===== src/port1_map.svh =====
// Purpose: offsets, reset values and widths for the port 1 data latch
// Assumes: byte-wide special-function-register bus
// Notes:   definitions only
`ifndef PORT1_MAP_SVH
`define PORT1_MAP_SVH
`define PORT1_OUTPUT_LATCH_ADDR 8'h90
`define PORT1_OUTPUT_LATCH_RST  8'hFF
`define PORT1_OUTPUT_MODE_RST   8'h00
`define PORT1_WIDTH             8
`endif


===== src/port1_pkg.sv =====
// Purpose: types shared by the port 1 data latch
// Assumes: constants come from port1_map.svh
// Notes:   holds types only
package port1_pkg;
   typedef logic [7:0] port_byte_t;
endpackage : port1_pkg


===== src/port1_data_latch.sv =====
// Purpose: port 1 output latch with pin drive and pin-level readback
// Assumes: crossbar routes each bit via route_en; sfr bus on mclk
// Notes:   open-drain or push-pull per port1_output_mode bit
// Overview of operation
// - written bits latched, driven per crossbar routing
// - latch zero drives a routed pin low
// - latch one open when mode bit zero
// - reads return synchronised pin levels
`timescale 1ns/1ps
`include "port1_map.svh"
module port1_data_latch
   import port1_pkg::*;
(
   input  wire logic       mclk,
   input  wire logic       nrst,
   input  wire logic [7:0] sfr_addr,
   input  wire logic       sfr_wr,
   input  wire logic       sfr_rd,
   input  wire logic [7:0] sfr_wdata,
   output logic      [7:0] sfr_rdata,
   output logic            sfr_hit,
   input  wire logic [7:0] port1_output_mode,
   input  wire logic [7:0] route_en,
   input  wire logic [7:0] port1_data_in,
   output logic      [7:0] port1_data_out,
   output logic      [7:0] port1_data_oe
);
   port_byte_t latch;
   port_byte_t pins_sync;
   logic       sel;

   // per-pin drive enable: a zero is always driven, a one only in
   // push-pull, and nothing leaves a pin the crossbar gave elsewhere
   function automatic port_byte_t drive_enable(
      input port_byte_t lat,
      input port_byte_t mode,
      input port_byte_t route
   );
      drive_enable = route & (~lat | mode);
   endfunction : drive_enable

   // address decode for the single latch register
   assign sel     = (sfr_addr == `PORT1_OUTPUT_LATCH_ADDR);
   assign sfr_hit = sel & (sfr_wr | sfr_rd);

   // output latch written from the bus
   always_ff @(posedge mclk) begin
      if (!nrst) begin
         latch <= `PORT1_OUTPUT_LATCH_RST;
      end else if (sfr_wr && sel) begin
         latch <= sfr_wdata;
      end
   end

   // pin levels pass two flops before any read
   pin_sync #(.WIDTH(`PORT1_WIDTH)) u_sync (
      .mclk     (mclk),
      .nrst     (nrst),
      .async_in (port1_data_in),
      .sync_out (pins_sync)
   );

   // read data registered, cleared to zero when no read; crossbar settings play no part
   always_ff @(posedge mclk) begin
      if (!nrst) begin
         sfr_rdata <= 8'h00;
      end else if (sfr_rd && sel) begin
         sfr_rdata <= pins_sync;
      end else begin
         sfr_rdata <= 8'h00;
      end
   end

   // pin drive: routed zero always driven, routed one driven only in push-pull
   always_ff @(posedge mclk) begin
      if (!nrst) begin
         port1_data_out <= 8'h00;
         port1_data_oe  <= 8'h00;
      end else begin
         port1_data_out <= latch;
         port1_data_oe  <= drive_enable(latch, port1_output_mode,
                                        route_en);
      end
   end

   // pin drive follows the latch one cycle later
   drive_low_a: assert property (@(posedge mclk) disable iff (!nrst)
      (route_en[0] && !latch[0]) |=> (port1_data_oe[0] && !port1_data_out[0]))
      else $error("latch zero not driven low");
   open_high_a: assert property (@(posedge mclk) disable iff (!nrst)
      (latch[0] && !port1_output_mode[0]) |=> !port1_data_oe[0])
      else $error("open-drain one was driven");
   push_high_a: assert property (@(posedge mclk) disable iff (!nrst)
      (route_en[0] && latch[0] && port1_output_mode[0])
      |=> (port1_data_oe[0] && port1_data_out[0]))
      else $error("push-pull one not driven high");
   latch_write_a: assert property (@(posedge mclk) disable iff (!nrst)
      (sfr_wr && sel) |=> (latch == $past(sfr_wdata)))
      else $error("latch did not take write");
   unrouted_a: assert property (@(posedge mclk) disable iff (!nrst)
      !route_en[0] |=> !port1_data_oe[0])
      else $error("unrouted pin driven");
   read_pins_a: assert property (@(posedge mclk) disable iff (!nrst)
      (sfr_rd && sel) |=> (sfr_rdata == $past(pins_sync)))
      else $error("read not pin level");
   read_sync_a: assert property (@(posedge mclk) disable iff (!nrst)
      (sfr_rd && sel && $stable(port1_data_in) && $past(sfr_rd) == 0
       && $stable(pins_sync)) |=> (sfr_rdata == $past(pins_sync)))
      else $error("read data mismatch");
   idle_rdata_a: assert property (@(posedge mclk) disable iff (!nrst)
      !(sfr_rd && sel) |=> (sfr_rdata == 8'h00))
      else $error("read data not cleared");

   // whole-byte checks: every pin, not only bit zero
   low_byte_a: assert property (@(posedge mclk) disable iff (!nrst)
      1'b1 |=> ((~$past(latch) & $past(route_en) & ~port1_data_oe)
                == 8'h00))
      else $error("a routed zero was left undriven");
   open_byte_a: assert property (@(posedge mclk) disable iff (!nrst)
      1'b1 |=> ((port1_data_oe & $past(latch)
                 & ~$past(port1_output_mode)) == 8'h00))
      else $error("an open-drain one was driven");
   out_byte_a: assert property (@(posedge mclk) disable iff (!nrst)
      1'b1 |=> (port1_data_out == $past(latch)))
      else $error("pin value does not follow latch");
   latch_hold_a: assert property (@(posedge mclk) disable iff (!nrst)
      !(sfr_wr && sel) |=> $stable(latch))
      else $error("latch changed without a write");

   // reset values, checked one cycle after reset is sampled low
   reset_drive_a: assert property (@(posedge mclk)
      !nrst |=> (port1_data_oe == 8'h00 && sfr_rdata == 8'h00))
      else $error("outputs not cleared in reset");
   reset_latch_a: assert property (@(posedge mclk)
      !nrst |=> (latch == `PORT1_OUTPUT_LATCH_RST))
      else $error("latch not set to ones in reset");

   write_c:  cover property (@(posedge mclk) disable iff (!nrst) sfr_wr && sel);
   read_c:   cover property (@(posedge mclk) disable iff (!nrst) sfr_rd && sel);
   open_c:   cover property (@(posedge mclk) disable iff (!nrst)
      latch[0] && !port1_output_mode[0]);
   push_c:   cover property (@(posedge mclk) disable iff (!nrst)
      latch[0] && port1_output_mode[0] && route_en[0]);
   low_c:    cover property (@(posedge mclk) disable iff (!nrst)
      !latch[0] && route_en[0]);
endmodule : port1_data_latch


===== src/pin_sync.sv =====
// Purpose: two-flop synchroniser for the port pin levels
// Assumes: pins are asynchronous to mclk
// Notes:   first stage is read only by the second
`timescale 1ns/1ps
module pin_sync #(
   parameter int WIDTH = 8
) (
   input  wire logic             mclk,
   input  wire logic             nrst,
   input  wire logic [WIDTH-1:0] async_in,
   output logic      [WIDTH-1:0] sync_out
);
   logic [WIDTH-1:0] stage1;

   // two stages, reset to ones to match idle pulled-high pins
   always_ff @(posedge mclk) begin
      if (!nrst) begin
         stage1   <= '1;
         sync_out <= '1;
      end else begin
         stage1   <= async_in;
         sync_out <= stage1;
      end
   end
endmodule : pin_sync


===== config.mk =====
export PLATFORM = sky130hd
export DESIGN_NAME = port1_data_latch
export DESIGN_NICKNAME = d
export VERILOG_FILES = /design/src/port1_pkg.sv /design/src/port1_data_latch.sv /design/src/pin_sync.sv
export VERILOG_INCLUDE_DIRS = /design/src
export SDC_FILE = /design/constraint.sdc
export NUM_CORES = 1
export LEC_CHECK = 0
export BUFFER_PORTS_ARGS = -buffer_cell sky130_fd_sc_hd__buf_2
export CORE_MARGIN = 4
export CORE_UTILIZATION = 48
export CTS_CLUSTER_DIAMETER = 50
export DETAILED_ROUTE_END_ITERATION = 12
export HOLD_SLACK_MARGIN = 0.1
export PLACE_DENSITY = 0.91
export REMOVE_ABC_BUFFERS = 1
export SYNTH_ARGS = -nofsm -noshare
export SYNTH_HDL_FRONTEND = slang
export SYNTH_SLANG_ARGS = --single-unit

===== constraint.sdc =====
create_clock -name mclk -period 2.2 [get_ports mclk]
set_input_delay 0.22 -clock mclk [delete_from_list [all_inputs] [get_ports mclk]]
set_output_delay 0.22 -clock mclk [all_outputs]
set_load 0.005 [all_outputs]

## Yosys cells after proc, flatten, opt, wreduce, memory -nomap -nowiden

Cells that the tools add are included.

| word-level totals | value |
|---|---|
| logic and storage cells | 15 |
| input port bits | 44 |
| flip-flop bits (word level) | 48 |

| operators by class | value |
|---|---|
| bitwise operators | 5 |
| equality and inequality tests | 1 |
| reduce and logical (&&, ||, !) cells | 3 |

Operators by type and width:

| kind | count |
|---|---|
| $and 8x8->8 | 1 |
| $eq 8x8->1 const B | 1 |
| $not 8->8 | 1 |
| $or 8x8->8 | 1 |
| $logic_and 1x1->1 | 2 |
| $reduce_and 2->1 | 1 |
| $and 1x1->1 | 1 |
| $or 1x1->1 | 1 |

## Depth between registers and ports, before layout

Gate-level depths: netlist of run 1.

| logic depth | value |
|---|---|
| word-level depth | 3 |
| mapped depth | 4 |
| depth with buffers taken out | 3 |

## Modules after synthesis

A second synthesis of run 1 with hierarchy kept.

| unflattened totals | value |
|---|---|
| cell total of the unflattened synthesis | 145 |
| area total of the unflattened synthesis | 1534.0 µm² |

Modules (own cells, without submodules):

| module | cells each | times used | area an instance (µm²) |
|---|---|---|---|
| port1_data_latch | 112 | 1 | 1102.3 |
| pin_sync | 33 | 1 | 431.7 |

## Worst setup path before layout of run 1

OpenSTA, ideal clock, no wires.

| timing path | value |
|---|---|
| kind | input to output |
| start point | input port sfr_addr[1] |
| end point | output port sfr_hit |
| cell stages on the path | 3 |
| slack | 0.896 ns |
| required time | 1.980 ns |
| buffers on the path | 1 |
| arrival time | 1.084 ns |
| cells stage by stage | or4_4 -> buf_6 -> nor3_1 |

| between the ends | value |
|---|---|
| longest elaborated chain between the ends | 2 |

Ends and longest elaborated chain:

| what | line | RTL |
|---|---|---|
| start, declared | port1_data_latch.sv:16 | `input wire logic [7:0] sfr_addr,` |
| $eq 8x8->1 (no line) | -- |  |
| $and 1x1->1 | port1_data_latch.sv:44 | `assign sfr_hit = sel & (sfr_wr \| sfr_rd);` |
| end, declared | port1_data_latch.sv:21 | `output logic sfr_hit,` |

No other way between the ends.

## Final worst setup path of run 1

| timing path | value |
|---|---|
| start point | input port sfr_addr[6] |
| end point | output port sfr_hit |

The elaborated chain is that of the path after synthesis.

==> results of run 1 <==
[metrics by stage]
stage | instance area (µm²) | worst slack [ns] | hold slack, ns
2_1_floorplan | 1480 | 0.943 | 0.292
3_3_place_gp | 1900 | 0.705 | 0.389
3_5_place_dp | 1900 | 0.652 | 0.391
4_1_cts | 2220 | 0.689 | 0.104
5_1_grt | 2220 | 0.626 | 0.104
6_report | 2220 | 0.656 | 0.114
[power by group through the flow]
| stage | Combinational, mW | Sequential, mW | Clock [mW] |
|---|---|---|---|
| floorplan | 0.0322 | 0.924 | 0 |
| global placement | 0.104 | 0.921 | 0 |
| detailed placement | 0.109 | 0.922 | 0 |
| CTS | 0.138 | 0.903 | 0.514 |
| global route | 0.153 | 0.906 | 0.556 |
| finish | 0.140 | 0.903 | 0.500 |
[path summary, 6_finish.rpt]
path / cells past startpoint / end / slack, ns / from
setup / recovery: 4 / sfr_hit / 0.66 / sfr_addr[6]
hold / removal: 3 / latch[4] / 0.11 / sfr_wdata[4]
setup reg to reg: 2 / port1_data_oe[1] / 1.07 / latch[1]
hold reg to reg: 1 / u_sync.sync_out[1] / 0.41 / u_sync.stage1[1]
[cells in the final DEF (no fill, tap or decap), types with 3 or more instances in the layout]
cell | netlist | final
a21oi_1 | 8 | 8
and2_1 | 16 | 16
buf_2 | 1 | 68
buf_4 | 0 | 3
clkbuf_4 | 0 | 5
dfxtp_1 | 48 | 48
dlygate4sd3_1 | 0 | 24
inv_1 | 9 | 9
nand2_1 | 9 | 9
nand2b_1 | 16 | 16
nand3_1 | 8 | 8
nand4_1 | 8 | 8
o31ai_1 | 8 | 8
[cell families after synthesis]
family,count (synthesis),share of synthesized area
simple gates,64,0.255
compound gates,16,0.0658
flops,48,0.632
buf+inv,17,0.0477
[cell type report]
cell class	count	area [µm²]
flip-flops and latches	48	961
clock buffers	5	37.5
well taps	44	55.1
repair buffers	95	603
inverters	9	33.8
multi-input cells	80	488
fillers	223	832
clock inverters	3	42.5
[state kept, by name, indices dropped and copies added (netlist names)]
signal           cells
sfr_rdata            8
port1_data_oe        8
u_sync.sync_out      8
latch                8
port1_data_out       8
u_sync.stage1        8
[layer usage]
metal,track usage,wire length [µm]
met5,0,0
met1,0.175,1300
met2,0.366,2070
met4,0.106,131
met3,0.0457,220
[worst min-delay path, delay by kind of cell]
kind,cells,cell delay (ns)
simple gates,2,0.14
buf+inv,1,0.08
==> results.md, run 1 <==
* Final Skew at around 0.005 ns
* Layout cells sized above 1 at 0.338
* Total power at 1.54 mW
* Critical Path AT at 1.32 ns
* Slew @ Worst Pin at 0.571 ns
* Hold Violations, Final at 0
* Total leakage power at around 1.1 nW
* Dpl hpwl at 2490 µm
* Antenna Nets Post-Route at 0
* Top FF cell, synth: dfxtp_1
* Post-synthesis cell count at about 150
* Vias in the first global route at roughly 1.3k
* Top cells by area, synth: dfxtp_1 (63%), and2_1 (6.6%), nand2b_1 (6.6%), o31ai_1 (3.9%), nand4_1 (3.3%)
* Worst Path Buf+Inv at 2
* CP most frequent cell: buf_2
* CTS Sinks at 48
* EDFF count, synth at 0
* Post-layout util at 0.727
* Vias per std cell at 4.77
* Clock power share at 0.324
* WS Path Type: input pin to output port
* DIE WIDTH at 64.3 µm
* CTS tree: built
* Startpoint Class: input pin
* GP Congestion at 0.840
* Total CTS buffers at 5
* Synthesized area at 0.00152 mm²
* Starting density of the core at 0.498
* NumNets Final at 283
* FMAX at 648 MHz
* Chip height at 64.3 µm
* H-tree level count at 2
* Final setup viols at 0
* Largest net degree at the start of global routing at 23
* Crit path capture type: output port
* Port Buf Inserts at 68
* Design internal power at 1.22 mW
* CTS hold repair buffers at 24
* Peak supply drop at between 0.4 and 0.5 mV
* Most frequent cell after synthesis: dfxtp_1
* Area growth syn-to-layout at 46.0%
* DRT Wirelength at 3720 µm
* Row cnt at 20
* Top-area cell type share of the netlist area at 0.632
* Final Non-Filler Cells at 284
* Most frequent cells after synthesis: dfxtp_1 (48), and2_1 (16), nand2b_1 (16), inv_1 (9), nand2_1 (9)
* CP max stage delay at 0.55 ns
* Bufs on Longest Clock Path at 2
* Tightest Hold Check Type: input pin to flop
* Status: completed
* CP Cell Sequence: buf_2 -> nand4bb_1 -> nor3_1 -> buf_2
* Setup TNS Final at 0 ns
* Cell variety after synth at 20
* Max cap viols at 0
* Synthesized flop and latch total at 48
* Fin crit period at 1.54 ns
* N_diodes at 0
* Sequential power share at 0.585
* Worst Path Max Fanout at 10
* RSZ-0062 raised after global routing: no
* Delay-heaviest family, CP: simple AND/OR/NAND/NOR gates
* DRC violations left at 0
* Core area at 0.00305 mm²
* Max-slew violations at 0
* Dpl cells at ~250
* Yosys warns at 0
* Cell Pwr Density at ~690 mW/mm²
* Switching share of power at 0.212
* Post-CTS setup buffers at 0
* Synthesized area per cell at 10.5 µm²
* Slowest-stage cell, CP: nand4bb_1
* First-pass GRT wire length at around 6000 µm
* Die area at just over 0.004 mm²
* Post-CTS Resized at 0
* Combinational share of power at 0.091
* Ys async rst share at 0
* Clk_lat worst skew at 0.35 ns
* Worst-path clk slew at around 0.12 ns
* IO Count at 69
* WL/cell at 13.1 µm
* Register area share after synthesis at 0.632
* Iteration-0 DRC count of the detailed router at 65
* Net Switching at 327 µW
* Critical Path RT at 1.98 ns
* Initial antenna violation count at 0
* Overflow after GRT at 0
* DR vias at 1355
* Cell taking the most area after synthesis: dfxtp_1
* Total track usage at 0.188
* Clock root buffer: clkbuf_4
* Period utilisation layout at 0.702
* Drt pass-1 iters at 6
* Slew margin rel. at 0.617
(Power assumes the default switching activity.)
==> run 2, diff against run 1 <==
--- a/config.mk
+++ b/config.mk
@@ -8,11 +8,11 @@
 export LEC_CHECK = 0
 export BUFFER_PORTS_ARGS = -buffer_cell sky130_fd_sc_hd__buf_2
 export CORE_MARGIN = 4
-export CORE_UTILIZATION = 48
+export CORE_UTILIZATION = 45
 export CTS_CLUSTER_DIAMETER = 50
 export DETAILED_ROUTE_END_ITERATION = 12
 export HOLD_SLACK_MARGIN = 0.1
-export PLACE_DENSITY = 0.91
+export PLACE_DENSITY = 0.87
 export REMOVE_ABC_BUFFERS = 1
 export SYNTH_ARGS = -nofsm -noshare
 export SYNTH_HDL_FRONTEND = slang
==> constraint.sdc (replaced) <==
create_clock -name mclk -period 1.5 [get_ports mclk]
set_input_delay 0.15 -clock mclk [delete_from_list [all_inputs] [get_ports mclk]]
set_output_delay 0.15 -clock mclk [all_outputs]
set_load 0.005 [all_outputs]
==> run 2 against run 1 <==
Against the previous run: critical path depth unchanged; largest power group unchanged; global-route usage down 0.17 points; sequential share of layout area down 1.3 points; non-clock buffer count up 9; design area up 3.2%; register-to-register slack worse by 0.70 ns; core utilization down 0.087 points; critical endpoint unchanged; via count up 1.9%; die area up 5.8%; total power up 39%.
==> results.md, run 2 (synthesis gave the netlist of run 1 again) <==
* Most common cell after layout, fill and taps aside: buf_2
* Most frequent cells in the layout: buf_2 (68), dfxtp_1 (48), dlygate4sd3_1 (32), nand2b_1 (16), and2_1 (16)
* Peak supply drop at 0.615 mV
* DRC violations left at 0
* Antenna Nets Post-Route at 0
* Clock root buffer: clkbuf_4
* Total CTS buffers at 5
* Crit path capture type: output port
* Die area at roughly 0.0044 mm²
* Hold Violations, Final at 0
* NumNets Final at 292
* Total track usage at 0.187
* Sequential power share at 0.617
* Vias per std cell at 4.71
* RSZ-0062 raised after global routing: no
* Design internal power at 1.68 mW
* Total leakage power at 1.08 nW
* Row cnt at 20
* DIE WIDTH at between 60 and 70 µm
* Layout cells sized above 1 at 0.325
* Post-CTS Resized at 0
* DR vias at 1381
* Clock power share at 0.280
* Switching share of power at 0.217
* Slew margin rel. at 0.745
* N_diodes at 0
* Port Buf Inserts at 68
* Area growth syn-to-layout at 50.6%
* Core area at around 0.0032 mm²
* IO Count at 69
* Cell Pwr Density at 936 mW/mm²
* Iteration-0 DRC count of the detailed router at 51
* Max cap viols at 0
* Tightest Hold Check Type: input pin to flop
* Bufs on Longest Clock Path at 2
* Overflow after GRT at 0
* Critical Path RT at 1.35 ns
* GP Congestion at roughly 0.76
* Slew @ Worst Pin at 0.383 ns
* Worst Path Max Fanout at 10
* CTS Sinks at 48
* WL/cell at 12.4 µm
* Post-placement worst setup slack at 0.122 ns
* Initial antenna violation count at 0
* H-tree level count at 2
* Drt pass-1 iters at 4
* Post-layout util at 0.727
* Critical Path AT at 1.20 ns
* Period utilisation layout at 0.899
* First-pass GRT wire length at slightly above 6000 µm
* WS Path Type: input pin to output port
* Net Switching at 464 µW
* Clk_lat worst skew at 0.34 ns
* Chip height at 66.1 µm
* Vias in the first global route at 1407
* Setup TNS Final at 0 ns
* Final Skew at 0.00938 ns
* Max-slew violations at 0
* Starting density of the core at 0.483
* Final setup viols at 0
* PnR worst setup slack at 0.152 ns
* Largest net degree at the start of global routing at 25
* Dpl hpwl at between 2000 and 2500 µm
* Combinational share of power at 0.102
* CTS tree: built
* Worst-path clk slew at 0.13 ns
* Startpoint Class: input pin
* FMAX at 742 MHz
* DRT Wirelength at ~3600 µm
* Status: completed
* Fin crit period at 1.35 ns
[run 2: through the flow]
step / instances / power [mW] / area [µm²] / hold slack (ns)
floorplan: 137 / 1.40 / 1480 / 0.222
finish: 293 / 2.14 / 2290 / 0.164
global placement: 253 / 1.50 / 1910 / 0.330
detailed placement: 253 / 1.51 / 1910 / 0.334
global route: 293 / 2.25 / 2290 / 0.176
CTS: 293 / 2.16 / 2290 / 0.147
[run 2: final cells by class]
type | instances | area [µm²]
timing repair buffer | 104 | 691
clock inverter | 1 | 7.51
multi-input combinational | 80 | 488
inverter | 9 | 33.8
tap | 44 | 55.1
fill | 229 | 862
sequential | 48 | 961
clock buffer | 7 | 55.1
[run 2: worst max-delay path, stage by stage]
cell	delay (ns)
buf_2	0.10
or4_4	0.61
nor3_1	0.19
buf_2	0.14
[run 2: path summary, 6_finish.rpt]
kind                    start                  to  slack [ns]  cells past startpoint
max reg2reg          latch[0]    port1_data_oe[0]        0.37                      2
min                      nrst            latch[5]        0.16                      2
min reg2reg  u_sync.stage1[7]  u_sync.sync_out[7]        0.42                      1
max               sfr_addr[1]             sfr_hit        0.15                      4
[run 2: what timing repair did]
item | CTS | global route
buffers inserted | 0 | 0
hold endpoints to repair | 24 | 0
hold buffers | 32 | 0
[run 2: power groups by stage]
| stage | clock network (mW) | logic (mW) | registers, mW |
|---|---|---|---|
| 2_1_floorplan | 0 | 0.0472 | 1.35 |
| 3_3_place_gp | 0 | 0.151 | 1.35 |
| 3_5_place_dp | 0 | 0.155 | 1.35 |
| 4_1_cts | 0.621 | 0.215 | 1.32 |
| 5_1_grt | 0.675 | 0.244 | 1.33 |
| 6_report | 0.601 | 0.219 | 1.32 |
[run 2: layer usage]
layer,global-route usage,wire length [µm]
met2,0.340,1960
met1,0.204,1340
met4,0.0838,56
met5,0,0
met3,0.0408,265
==> run 3, diff against run 2 <==
==> constraint.sdc (replaced) <==
create_clock -name mclk -period 1.4 [get_ports mclk]
set_input_delay 0.14 -clock mclk [delete_from_list [all_inputs] [get_ports mclk]]
set_output_delay 0.14 -clock mclk [all_outputs]
set_load 0.005 [all_outputs]
==> run 3 against run 2 <==
Against the previous run: routed wire length rose by 9.6%; global-route usage up 1.1 points; clock power increased by 48%; design area grew 2.3%; die area unchanged; first-iteration DRC count down 35%; worst setup slack worse by 0.10 ns; non-clock buffer count is 2 higher; highest routed layer unchanged.
==> results.md, run 3 (synthesis gave the netlist of run 1 again) <==
* DR vias at 1400
* Area growth syn-to-layout at 54.0%
* Post-DP Area at 0.00192 mm²
* Hold Violations, Final at 0
* Crit path capture type: output port
* Total leakage power at 1.11 nW
* Core area at 0.00315 mm²
* Delay-heaviest family, CP: simple AND/OR/NAND/NOR gates
* Period utilisation layout at 0.965
* Row cnt at 20
* CP Cell Sequence: buf_2 -> or4_4 -> nor3_1 -> buf_2
* Chip height at between 60 and 70 µm
* Clock root buffer: clkbuf_4
* Sequential power share at 0.556
* Peak supply drop at 0.626 mV
* Fin crit period at 1.35 ns
* Net Switching at 519 µW
* H-tree level count at 2
* Total track usage at 0.198
* Hold_ws at about 0.16 ns
* Drt pass-1 iters at 4
* PnR worst setup slack at between 0.04 and 0.05 ns
* CP most frequent cell: buf_2
* Design internal power at about 2.0 mW
* Vias per std cell at 4.73
* Clock power share at 0.348
* Worst-path clk slew at 0.13 ns
* Reg-to-Reg End: port1_data_oe[6]
* Post-placement worst setup slack at 0.00238 ns
* Worst Reg-to-Reg Cells at 2
* FMAX at 740 MHz
* Vias in the first global route at 1410
* Port Buf Inserts at slightly below 70
* Area of the multi-input gates at 488 µm²
* WS Path Type: input pin to output port
* Bufs on Longest Clock Path at 2
* First-pass GRT wire length at around 6400 µm
* IO Count at 69
* Slowest-stage cell, CP: or4_4
* Starting density of the core at 0.483
* Most frequent cells in the layout: buf_2 (68), dfxtp_1 (48), dlygate4sd3_1 (33), nand2b_1 (16), and2_1 (16)
* GP Congestion at 0.753
* Total CTS buffers at 5
* Slew margin rel. at 0.796
* Critical Path RT at 1.26 ns
* Layout cells sized above 1 at 0.331
* Hold Path End: port1_data_out[2]
* R2R Path Start: latch[6]
* Worst Path Buf+Inv at 2
* Max cap viols at 0
* Switching share of power at 0.203
* DRT Wirelength at 3970 µm
* RSZ-0062 raised after global routing: no
* Final setup viols at 0
* WL/cell at about 13 µm
* Hold Crit Start: nrst
* Slew @ Worst Pin at between 0.3 and 0.4 ns
* Initial antenna violation count at 1
* Critical Path AT at 1.21 ns
* Worst Path Max Fanout at 10
* Worst Hold Depth at 2
* DRC violations left at 0
* Cell Pwr Density at 1090 mW/mm²
* Status: completed
* Post-route cell area at 0.00234 mm²
* CP max stage delay at 0.62 ns
* NumNets Final at 294
* Iteration-0 DRC count of the detailed router at 33
* DIE WIDTH at 66.1 µm
* Combinational share of power at 0.096
* Register area at 961 µm²
* Antenna Nets Post-Route at 0
* Setup TNS Final at 0 ns
* Max-slew violations at 0
* R2R Setup Slk at 0.28 ns
* CTS tree: built
* Startpoint Class: input pin
* Die area at 0.00438 mm²
* Overflow after GRT at 0
* Final Skew at just under 0.008 ns
* Largest net degree at the start of global routing at 19
* Most common cell after layout, fill and taps aside: buf_2
* CTS Sinks at 48
* Clk_lat worst skew at between 0.3 and 0.4 ns
* Fill cell count at roughly 220
* Tightest Hold Check Type: input pin to flop
## run 3: how the worst max path moves through the flow
stage	startpoint	to	slack, ns	cells past startpoint
floorplan	sfr_addr[1]	latch[0]	0.23	3
global placement	sfr_addr[1]	sfr_rdata[3]	0.05	4
detailed placement	sfr_addr[1]	sfr_rdata[1]	0.002	4
CTS	sfr_addr[1]	sfr_hit	0.07	4
global route	sfr_addr[1]	sfr_hit	0.01	4
finish	sfr_addr[1]	sfr_hit	0.05	4
## run 3: power groups by stage
stage | Clock, mW | Combinational [mW] | Sequential (mW)
2_1_floorplan | 0 | 0.0506 | 1.45
3_3_place_gp | 0 | 0.164 | 1.45
3_5_place_dp | 0 | 0.169 | 1.45
4_1_cts | 0.896 | 0.237 | 1.42
5_1_grt | 0.949 | 0.270 | 1.42
6_report | 0.888 | 0.245 | 1.42
## run 3: final cells by class
type,instances,share of cell area
multi-input combinational,80,0.208
clock inverter,1,0.0128
sequential,48,0.410
antenna,1,0.00107
timing repair buffer,106,0.302
clock buffer,7,0.0278
inverter,9,0.0144
tap,44,0.0235
## run 3: what timing repair did
| action | in CTS | in global routing |
|---|---|---|
| setup endpoints to repair | 0 | 0 |
| hold buffers | 33 | 0 |
| resized for setup | 0 | 0 |
| hold endpoints to repair | 24 | 0 |
| setup buffers | 0 | 0 |
## run 3: per-stage QoR
stage | cells | utilization | power, mW
2_1_floorplan | 137 | - | 1.50
3_3_place_gp | 254 | 0.608 | 1.61
3_5_place_dp | 254 | 0.608 | 1.62
4_1_cts | 295 | 0.742 | 2.55
5_1_grt | 296 | 0.743 | 2.64
6_report | 296 | 0.743 | 2.55
## run 3: worst register-to-register path, delay by kind of cell (launching register included)
family / cells / cell delay, ns
AOI/OAI and AO/OA: 1 / 0.09
buffers and inverters: 1 / 0.55
DFF: 1 / 0.39
## run 3: routing by layer
metal | vias up | track usage | part of all wire
li1 | 690 | - | -
met3 | 15 | 0.0340 | 0.075
met1 | 623 | 0.201 | 0.35
met2 | 72 | 0.354 | 0.52
met5 | - | 0 | 0
met4 | 0 | 0.147 | 0.049
